### config.mk
export PLATFORM = sky130hd
export DESIGN_NAME = tthr_regs
export DESIGN_NICKNAME = d
export VERILOG_FILES = /design/src/rtl/tthr_regs.v
export VERILOG_INCLUDE_DIRS = /design/src /design/src/rtl
export SDC_FILE = /design/constraint.sdc
export NUM_CORES = 1
export LEC_CHECK = 0
export ABC_AREA = 1
export BUFFER_PORTS_ARGS = -buffer_cell sky130_fd_sc_hd__buf_2
export CORE_AREA = 10 10 126 99
export CTS_CLUSTER_SIZE = 16
export DETAILED_ROUTE_END_ITERATION = 16
export DIE_AREA = 0 0 136 109
export HOLD_SLACK_MARGIN = 0.1
export PLACE_DENSITY = 0.86
export RECOVER_POWER = 25
export SYNTH_ARGS = -nofsm -noshare
export SYNTH_HDL_FRONTEND = slang
export SYNTH_SLANG_ARGS = --single-unit
### constraint.sdc
create_clock -name i_sys_clk -period 2 [get_ports i_sys_clk]
set_input_delay 0.3 -clock i_sys_clk [delete_from_list [all_inputs] [get_ports i_sys_clk]]
set_output_delay 0.3 -clock i_sys_clk [all_outputs]
set_load 0.1 [all_outputs]
### src/rtl/tthr_map.vh
// register map, field positions, reset values and link constants of the threshold register block
// Functional notes
// - local hysteresis register, RW, resets 4Ch
// - local setpoint register, RW, resets 51h
// - remote 1 result, read-only, resets 00h
// - remote 1 result updates after complete conversion
// - remote 1 hysteresis register, RW, resets 5Ch
// - two's complement, one degree per bit
// - local above setpoint/below hysteresis sets flag
// - remote above setpoint/below hysteresis sets flag
// - event needs fault-queue consecutive conversions
`ifndef TTHR_MAP_VH
`define TTHR_MAP_VH

// ************************************************************
// register indices (byte address = index * 4)
// ************************************************************
`define TTHR_IDX_LOCAL_RESULT 6'h00
`define TTHR_IDX_CONFIG 6'h01
`define TTHR_IDX_LOCAL_HYST 6'h02
`define TTHR_IDX_LOCAL_SET 6'h03
`define TTHR_IDX_REMOTE_RESULT 6'h10
`define TTHR_IDX_REMOTE_HYST 6'h12
`define TTHR_IDX_REMOTE_SET 6'h13
`define TTHR_IDX_STATUS 6'h14
`define TTHR_IDX_MASK 6'h15

// ************************************************************
// reset values
// ************************************************************
`define TTHR_RST_RESULT 8'h00
`define TTHR_RST_LOCAL_HYST 8'h4c
`define TTHR_RST_LOCAL_SET 8'h51
`define TTHR_RST_REMOTE_HYST 8'h5c
`define TTHR_RST_REMOTE_SET 8'h61
`define TTHR_RST_CONFIG 2'h0
`define TTHR_RST_MASK 2'h3

// ************************************************************
// config fields and fault queue depths
// ************************************************************
`define TTHR_CFG_IM 2
`define TTHR_CFG_FQ_LO 3
`define TTHR_CFG_FQ_HI 4
`define TTHR_FQ_DEPTH_0 4'h1
`define TTHR_FQ_DEPTH_1 4'h2
`define TTHR_FQ_DEPTH_2 4'h4
`define TTHR_FQ_DEPTH_3 4'h6
`define TTHR_FQ_CNT_MAX 3'h7

// ************************************************************
// converter link frame: zone bit then 8 temperature bits, msb first
// ************************************************************
`define TTHR_FRAME_BITS 4'h9
`define TTHR_FRAME_ZONE_BIT 8
`define TTHR_ZONE_LOCAL 1'h0
`define TTHR_ZONE_REMOTE 1'h1

`endif

### src/rtl/tthr_regs.v
// temperature threshold registers with apb slave, converter link and event interrupt
//
// The APB register port was decided locally.
`timescale 1ns/1ps
`include "tthr_map.vh"

module tthr_regs #(
  parameter ADDR_W = 8
) (
  input wire i_sys_clk,
  input wire i_sys_rst,
  input wire i_psel,
  input wire i_penable,
  input wire i_pwrite,
  input wire [ADDR_W-1:0] i_paddr,
  input wire [31:0] i_pwdata,
  output reg [31:0] o_prdata,
  output reg o_pready,
  output reg o_pslverr,
  input wire i_adc_clk,
  input wire i_adc_frame,
  input wire i_adc_data,
  output reg o_irq
);

  // ************************************************************
  // declarations
  // ************************************************************
  reg [7:0] local_temperature_result;
  reg [7:0] remote1_temperature_result;
  reg [7:0] local_hyst_threshold;
  reg [7:0] local_high_setpoint;
  reg [7:0] remote1_hyst_threshold;
  reg [7:0] remote1_high_setpoint;
  reg [1:0] fault_queue_sel;
  reg irq_disable;
  reg [1:0] event_flags;
  reg [1:0] event_mask;
  reg [2:0] clk_sync;
  reg [2:0] frame_sync;
  reg [1:0] data_sync;
  reg [8:0] frame_shift;
  reg [3:0] frame_bits;
  reg conv_valid;
  reg conv_zone;
  reg [7:0] conv_temp;
  reg [7:0] rd_value;
  reg rd_hit;
  reg [3:0] fq_depth;
  reg [1:0] next_event_flags;
  wire [5:0] reg_idx;
  wire access;
  wire wr_fire;
  wire link_clk_rise;
  wire frame_rise;
  wire frame_fall;
  wire [1:0] zone_event;
  wire [15:0] zone_set;
  wire [15:0] zone_hyst;

  // ************************************************************
  // one-hot state codes
  // ************************************************************
  localparam [2:0] RX_IDLE = 3'b001;
  localparam [2:0] RX_SHIFT = 3'b010;
  localparam [2:0] RX_POST = 3'b100;
  localparam [1:0] BUS_IDLE = 2'b01;
  localparam [1:0] BUS_ANSWER = 2'b10;
  reg [2:0] rx_state;
  reg [2:0] next_rx_state;
  reg [1:0] bus_state;
  reg [1:0] next_bus_state;

  assign reg_idx = i_paddr[7:2];
  assign access = i_psel & i_penable;
  assign wr_fire = access & o_pready & i_pwrite;

  // ************************************************************
  // converter link synchronisers
  // ************************************************************
  // stage 0 feeds only stage 1; edge detection looks at stages 1 and 2
  always @(posedge i_sys_clk) begin
    if (i_sys_rst) begin
      clk_sync <= 3'h0;
      frame_sync <= 3'h0;
      data_sync <= 2'h0;
    end else begin
      clk_sync <= {clk_sync[1:0], i_adc_clk};
      frame_sync <= {frame_sync[1:0], i_adc_frame};
      data_sync <= {data_sync[0], i_adc_data};
    end
  end

  assign link_clk_rise = clk_sync[1] & ~clk_sync[2];
  assign frame_rise = frame_sync[1] & ~frame_sync[2];
  assign frame_fall = ~frame_sync[1] & frame_sync[2];

  // ************************************************************
  // frame receiver state
  // ************************************************************
  // a result is posted only for a fall that closes a frame whose rise was seen,
  // so a lone fall on the frame pin never loads a stale shift register
  always @* begin
    next_rx_state = rx_state;
    case (rx_state)
      RX_IDLE: begin
        if (frame_rise) begin
          next_rx_state = RX_SHIFT;
        end
      end
      RX_SHIFT: begin
        if (frame_fall) begin
          next_rx_state = RX_POST;
        end
      end
      RX_POST: begin
        if (frame_rise) begin
          next_rx_state = RX_SHIFT;
        end else begin
          next_rx_state = RX_IDLE;
        end
      end
      default: begin
        next_rx_state = RX_IDLE;
      end
    endcase
  end

  always @(posedge i_sys_clk) begin
    if (i_sys_rst) begin
      rx_state <= RX_IDLE;
    end else begin
      rx_state <= next_rx_state;
    end
  end

  // ************************************************************
  // frame shifter
  // ************************************************************
  // data and clock pass equal sync depth, so the sampled bit lines up with its edge
  always @(posedge i_sys_clk) begin
    if (i_sys_rst) begin
      frame_shift <= 9'h000;
      frame_bits <= 4'h0;
    end else if (frame_rise) begin
      frame_bits <= 4'h0;
    end else if (frame_sync[1] && link_clk_rise) begin
      frame_shift <= {frame_shift[7:0], data_sync[1]};
      if (frame_bits != 4'hf) begin
        frame_bits <= frame_bits + 4'h1;
      end
    end
  end

  // a short or overlong frame is dropped, so results only move on a whole conversion
  always @(posedge i_sys_clk) begin
    if (i_sys_rst) begin
      conv_valid <= 1'b0;
      conv_zone <= 1'b0;
      conv_temp <= 8'h00;
    end else begin
      conv_valid <= frame_fall && (rx_state == RX_SHIFT) && (frame_bits == `TTHR_FRAME_BITS);
      if (frame_fall) begin
        conv_zone <= frame_shift[`TTHR_FRAME_ZONE_BIT];
        conv_temp <= frame_shift[7:0];
      end
    end
  end

  // ************************************************************
  // result registers
  // ************************************************************
  always @(posedge i_sys_clk) begin
    if (i_sys_rst) begin
      local_temperature_result <= `TTHR_RST_RESULT;
      remote1_temperature_result <= `TTHR_RST_RESULT;
    end else if (conv_valid) begin
      if (conv_zone == `TTHR_ZONE_LOCAL) begin
        local_temperature_result <= conv_temp;
      end else begin
        remote1_temperature_result <= conv_temp;
      end
    end
  end

  // ************************************************************
  // fault queue and threshold comparison per zone
  // ************************************************************
  always @* begin
    case (fault_queue_sel)
      2'h0: fq_depth = `TTHR_FQ_DEPTH_0;
      2'h1: fq_depth = `TTHR_FQ_DEPTH_1;
      2'h2: fq_depth = `TTHR_FQ_DEPTH_2;
      default: fq_depth = `TTHR_FQ_DEPTH_3;
    endcase
  end

  assign zone_set = {remote1_high_setpoint, local_high_setpoint};
  assign zone_hyst = {remote1_hyst_threshold, local_hyst_threshold};

  genvar g;
  generate
    for (g = 0; g < 2; g = g + 1) begin : g_zone
      localparam [0:0] ZID = g;
      reg [2:0] fq_cnt;
      wire mine;
      wire cond;
      wire [3:0] run_len;
      assign mine = conv_valid && (conv_zone == ZID);
      // signed compare: values are two's complement degrees
      assign cond = ($signed(conv_temp) > $signed(zone_set[g*8 +: 8])) ||
                    ($signed(conv_temp) < $signed(zone_hyst[g*8 +: 8]));
      assign run_len = {1'b0, fq_cnt} + 4'h1;
      assign zone_event[g] = mine && cond && (run_len >= fq_depth);
      always @(posedge i_sys_clk) begin
        if (i_sys_rst) begin
          fq_cnt <= 3'h0;
        end else if (mine) begin
          if (!cond) begin
            fq_cnt <= 3'h0;
          end else if (fq_cnt != `TTHR_FQ_CNT_MAX) begin
            fq_cnt <= fq_cnt + 3'h1;
          end
        end
      end
    end
  endgenerate

  // ************************************************************
  // apb write side
  // ************************************************************
  always @(posedge i_sys_clk) begin
    if (i_sys_rst) begin
      local_hyst_threshold <= `TTHR_RST_LOCAL_HYST;
      local_high_setpoint <= `TTHR_RST_LOCAL_SET;
      remote1_hyst_threshold <= `TTHR_RST_REMOTE_HYST;
      remote1_high_setpoint <= `TTHR_RST_REMOTE_SET;
      fault_queue_sel <= `TTHR_RST_CONFIG;
      irq_disable <= 1'b0;
      event_mask <= `TTHR_RST_MASK;
    end else if (wr_fire) begin
      case (reg_idx)
        `TTHR_IDX_LOCAL_HYST: local_hyst_threshold <= i_pwdata[7:0];
        `TTHR_IDX_LOCAL_SET: local_high_setpoint <= i_pwdata[7:0];
        `TTHR_IDX_REMOTE_HYST: remote1_hyst_threshold <= i_pwdata[7:0];
        `TTHR_IDX_REMOTE_SET: remote1_high_setpoint <= i_pwdata[7:0];
        `TTHR_IDX_CONFIG: begin
          fault_queue_sel <= i_pwdata[`TTHR_CFG_FQ_HI:`TTHR_CFG_FQ_LO];
          irq_disable <= i_pwdata[`TTHR_CFG_IM];
        end
        `TTHR_IDX_MASK: event_mask <= i_pwdata[1:0];
        // result registers are read-only: a write there changes nothing
        default: begin
        end
      endcase
    end
  end

  // ************************************************************
  // sticky event flags and interrupt
  // ************************************************************
  // a new event in the clearing cycle survives, so no event is lost
  always @* begin
    next_event_flags = event_flags;
    if (wr_fire && (reg_idx == `TTHR_IDX_STATUS)) begin
      next_event_flags = event_flags & ~i_pwdata[1:0];
    end
    next_event_flags = next_event_flags | zone_event;
  end

  always @(posedge i_sys_clk) begin
    if (i_sys_rst) begin
      event_flags <= 2'h0;
      o_irq <= 1'b0;
    end else begin
      event_flags <= next_event_flags;
      o_irq <= ~irq_disable && |(event_flags & event_mask);
    end
  end

  // ************************************************************
  // apb answer state
  // ************************************************************
  // the answer state is the single wait state: ready rises one edge after the
  // access phase is seen, and a back-to-back setup finds the slave idle again
  always @* begin
    next_bus_state = bus_state;
    case (bus_state)
      BUS_IDLE: begin
        if (access) begin
          next_bus_state = BUS_ANSWER;
        end
      end
      BUS_ANSWER: begin
        next_bus_state = BUS_IDLE;
      end
      default: begin
        next_bus_state = BUS_IDLE;
      end
    endcase
  end

  always @(posedge i_sys_clk) begin
    if (i_sys_rst) begin
      bus_state <= BUS_IDLE;
    end else begin
      bus_state <= next_bus_state;
    end
  end

  // ************************************************************
  // apb read side and handshake
  // ************************************************************
  always @* begin
    rd_hit = 1'b1;
    rd_value = 8'h00;
    case (reg_idx)
      `TTHR_IDX_LOCAL_RESULT: rd_value = local_temperature_result;
      `TTHR_IDX_CONFIG: rd_value = {3'h0, fault_queue_sel, irq_disable, 2'h0};
      `TTHR_IDX_LOCAL_HYST: rd_value = local_hyst_threshold;
      `TTHR_IDX_LOCAL_SET: rd_value = local_high_setpoint;
      `TTHR_IDX_REMOTE_RESULT: rd_value = remote1_temperature_result;
      `TTHR_IDX_REMOTE_HYST: rd_value = remote1_hyst_threshold;
      `TTHR_IDX_REMOTE_SET: rd_value = remote1_high_setpoint;
      `TTHR_IDX_STATUS: rd_value = {6'h00, event_flags};
      `TTHR_IDX_MASK: rd_value = {6'h00, event_mask};
      default: rd_hit = 1'b0;
    endcase
  end

  // one wait state keeps every bus output a plain flop
  always @(posedge i_sys_clk) begin
    if (i_sys_rst) begin
      o_pready <= 1'b0;
      o_prdata <= 32'h0000_0000;
      o_pslverr <= 1'b0;
    end else if (next_bus_state == BUS_ANSWER) begin
      o_pready <= 1'b1;
      o_prdata <= i_pwrite ? 32'h0000_0000 : {24'h00_0000, rd_value};
      o_pslverr <= ~rd_hit;
    end else begin
      o_pready <= 1'b0;
      o_prdata <= 32'h0000_0000;
      o_pslverr <= 1'b0;
    end
  end

endmodule // tthr_regs

==> impl_metrics.py <==
metrics = {
    "run_status": {
        "status": "finished clean",
    },
    "clock_tree": {
        "max-clock-path-buffers": 2,
        "ctsHoldBuffers": 0,
        "cts_buffers": 9,
        "cts-root-buf": "clkbuf_16",
        "insertion_delay_ps": 360,
        "clk_pin_slew_ps": 70,
        "cts_tree": "done",
        "cts.sinks": 108,
        "h-tree-depth": 3,
    },
    "route": {
        "routed_wl_um": 13300,
        "viasPerCell": 5.30,
        "drc": 0,
        "via_count": 4791,
        "drtIter0Drc": 404,
        "drt-wirelength-per-cell_um": 14.7,
        "final_antenna_net_count": 0,
        "firstDrtPassIters": 5,
    },
    "logic_synthesis": {
        "ys_ff_latch": 108,
        "ys_warn_count": 0,
        "synth_top_area_share_pct": 38.6,
        "avgSynthCellArea_um2": 7.69,
        "synth.area.top_cells": "dfxtp_1 39%, ha_1 9.4%, nand2_1 7.5%, inv_1 6.9%, nor2_1 5.5%",
        "yosysSeqAreaShare_pct": 38.6,
        "netlist_instances": 728,
        "synth_top_area_cell": "dfxtp_1",
        "synth.distinct_cells": 49,
        "synth_area_um2": 5600,
    },
    "critical_path": {
        "regToRegStartpoint": "conv_temp[3]",
        "crit_family": "simple AND/OR/NAND/NOR gates",
        "critPathSlowestCell": "dfxtp_1",
        "critPathCaptureType": "flop",
        "path_cells": "buf_12 > ha_1 > a21oi_2 > nand2_2 > nand2_1 > nand2_1 > nand2_1 > nand2_1 > nand2_2 > nand2_1 > nand2_2 > nand2_1 > nand2_1 > nor2_1",
        "r2r_end": "g_zone[0].fq_cnt[1]",
        "crit_path_frequent_cell": "nand2_1",
        "ff2ff_path_depth": 14,
        "slowest_delay_ps": 330,
        "start_kind": "flop",
        "timing.reg2reg.setup_slack_ps": 100,
        "path_buf_inv": 1,
        "crit_type": "reg2reg",
        "worstPathMaxFanout": 7,
        "cp_data_arrival_time_ps": 2150,
        "cp.required_ps": 2250,
    },
    "floorplan": {
        "initial_core_util_pct": 55.7,
        "fp.dieH_um": 109,
        "die_w_um": 136,
        "num_io_pins": 83,
        "fp-row-count": 32,
        "dieArea_um2": 14800,
        "core_um2": 10000,
    },
    "global_routing": {
        "grtUsageMet3_pct": 4.87,
        "grt_max_degree": 42,
        "overflow": 0,
        "top_usage_layer": "met2",
        "grt_pass1_wl_um": 21300,
        "use_met1_pct": 23.0,
        "met2_usage_pct": 28.4,
        "grt_pass1_vias": 4394,
        "grt_use_total_pct": 17.8,
        "antenna_found_initial": 0,
    },
    "pwr": {
        "power_frac_comb_pct": 10.3,
        "power.leakage_uw": 0.00288,
        "swShare_pct": 28.9,
        "power_uw": 4400,
        "clockPowerShare_pct": 40.0,
        "seq_power_share_pct": 49.7,
        "switchingPower_uw": 1270,
        "p_int_uw": 3130,
        "power.density_nw_per_um2": 716,
        "vdd_ir_drop_max_uv": 629,
    },
    "timing": {
        "tightest_slew_ps": 1060,
        "fmax_mhz": 525,
        "final.period_utilization_pct": 95.2,
        "fin_skew_ps": 9.38,
        "setup_tns_ps": 0,
        "layout_min_cycle_time_ps": 1900,
        "setup_viol": 0,
        "relSlewSlack_pct": 29.2,
        "finalMaxSlewViolations": 0,
        "final_hold_viol_count": 0,
    },
    "min_path": {
        "whs_endpoint": "data_sync[0]",
        "min-delay-start": "i_adc_data",
        "min_path_cells": 3,
        "hold_class": "in2reg",
    },
    "cells_and_area": {
        "layout-drive-gt1-share_pct": 14.2,
        "top_register": "frame_shift",
        "multi_input_area_um2": 2860,
        "syn2layout_area_growth_pct": 9.70,
        "diodes": 0,
        "largest_reg_flops": 9,
        "fin_nets": 853,
        "regArea_um2": 2170,
        "n_fill_cell": 890,
    },
    "job": {
        "drv_cap": 0,
    },
    "placement": {
        "dp_hpwl_um": 9690,
        "numPortBuffers": 32,
        "gp_congestion": 0.889,
    },
}
tightest hold or removal path, delay by kind of cell:
kind | cells | cell delay, ps
and+or+nand+nor | 1 | 60
buffers and inverters | 2 | 100
cells in the mapped netlist (all sizes together):
| master | instances |
|---|---|
| nor3 | 9 |
| clkinv | 1 |
| a21boi | 2 |
| buf | 30 |
| or2 | 2 |
| a221oi | 4 |
| o21ai | 55 |
| nand3b | 4 |
| conb | 1 |
| a211oi | 1 |
| nor2 | 93 |
| dfxtp | 108 |
| inv | 113 |
| o221ai | 2 |
| ha | 42 |
| a31oi | 2 |
| a41oi | 3 |
| nor4 | 2 |
| a22oi | 2 |
| o2111ai | 1 |
| nor3b | 1 |
| nand4 | 5 |
| o31ai | 1 |
| a21o | 1 |
| nand3 | 23 |
| o22ai | 11 |
| clkbuf | 9 |
| nand2 | 126 |
| o211ai | 15 |
| a21oi | 57 |
| o21a | 2 |
per-stage QoR:
stage | cells | area [um^2] | hold slack, ps | utilization [%] | setup WS, ps
3_3_place_gp | 888 | 5840 | 388 | 58.1 | 122
6_report | 904 | 6140 | 143 | 61.1 | 96.9
2_1_floorplan | 751 | 5690 | 388 | - | 7.11
5_1_grt | 904 | 6140 | 135 | 61.1 | -4.64
4_1_cts | 904 | 6130 | 139 | 61.0 | 59.1
3_5_place_dp | 888 | 5840 | 396 | 58.1 | 86.6
cell type report:
cell class / instances / area share, %
Multi-Input combinational cell: 490 / 46.6
Sequential cell: 108 / 35.3
Inverter: 114 / 7.05
Clock buffer: 9 / 3.67
Timing Repair Buffer: 40 / 3.54
Tap cell: 136 / 2.77
Clock inverter: 7 / 1.10
layout by cell type (no fill, tap or decap), types with 2 or more instances in the layout:
cell       instances
a21boi_0           2
a21oi_1           53
a21oi_2            4
a221oi_1           4
a22oi_1            2
a31oi_1            2
a41oi_2            3
buf_2             31
buf_4              3
clkbuf_1           4
clkbuf_16          9
conb_1            24
dfxtp_1          103
dfxtp_2            5
ha_1              40
ha_4               2
inv_1            103
inv_2              8
inv_4              2
inv_6              4
nand2_1          110
nand2_2           10
nand2_4            6
nand3_1           23
nand3b_1           4
nand4_1            4
nor2_1            82
nor2_2             4
nor2_4             5
nor2_8             2
nor3_1             7
nor4_1             2
o211ai_1          15
o21a_1             2
o21ai_0           48
o21ai_1            6
o221ai_1           2
o22ai_1           11
routing by layer:
| metal | routed length [um] | part of all wire (%) |
|---|---|---|
| met1 | 6070 | 46 |
| met4 | 167 | 1.3 |
| met5 | 0 | 0 |
| met2 | 6050 | 46 |
| met3 | 987 | 7.4 |
worst max-delay path by stage:
stage               slack, ps             endpoint  depth (start not counted)         start
floorplan                   7       event_flags[0]                          4      o_pready
global placement          120  g_zone[1].fq_cnt[2]                         13  conv_temp[5]
detailed placement         90  g_zone[1].fq_cnt[1]                         13  conv_temp[5]
CTS                        60  g_zone[1].fq_cnt[1]                         13  conv_temp[5]
global route               -5  g_zone[0].fq_cnt[1]                         14  conv_temp[3]
finish                    100  g_zone[0].fq_cnt[1]                         14  conv_temp[3]
power groups by stage:
stage | Combinational (uW) | Sequential (uW) | Clock [uW]
finish | 453 | 2190 | 1760
global route | 484 | 2190 | 1880
CTS | 450 | 2180 | 1780
detailed placement | 448 | 2240 | 0
global placement | 441 | 2230 | 0
floorplan | 386 | 2240 | 0
logic make-up (layout without fill, tap and decap cells):
kind of cell	Yosys count	in the layout	synth area share, %
adder cells (fa/ha/maj)	42	42	9.39
AO/OA/AOI/OAI	159	159	17.0
AND/OR/NAND/NOR	265	265	22.5
buffers and inverters	153	170	12.4
other	1	24	0.0670
flip-flops	108	108	38.6
repair_timing:
action	in CTS	in global routing
setup buffers	0	0
gates resized for setup	0	13
endpoints found under the setup margin	0	5
(Power assumes the default switching activity.)
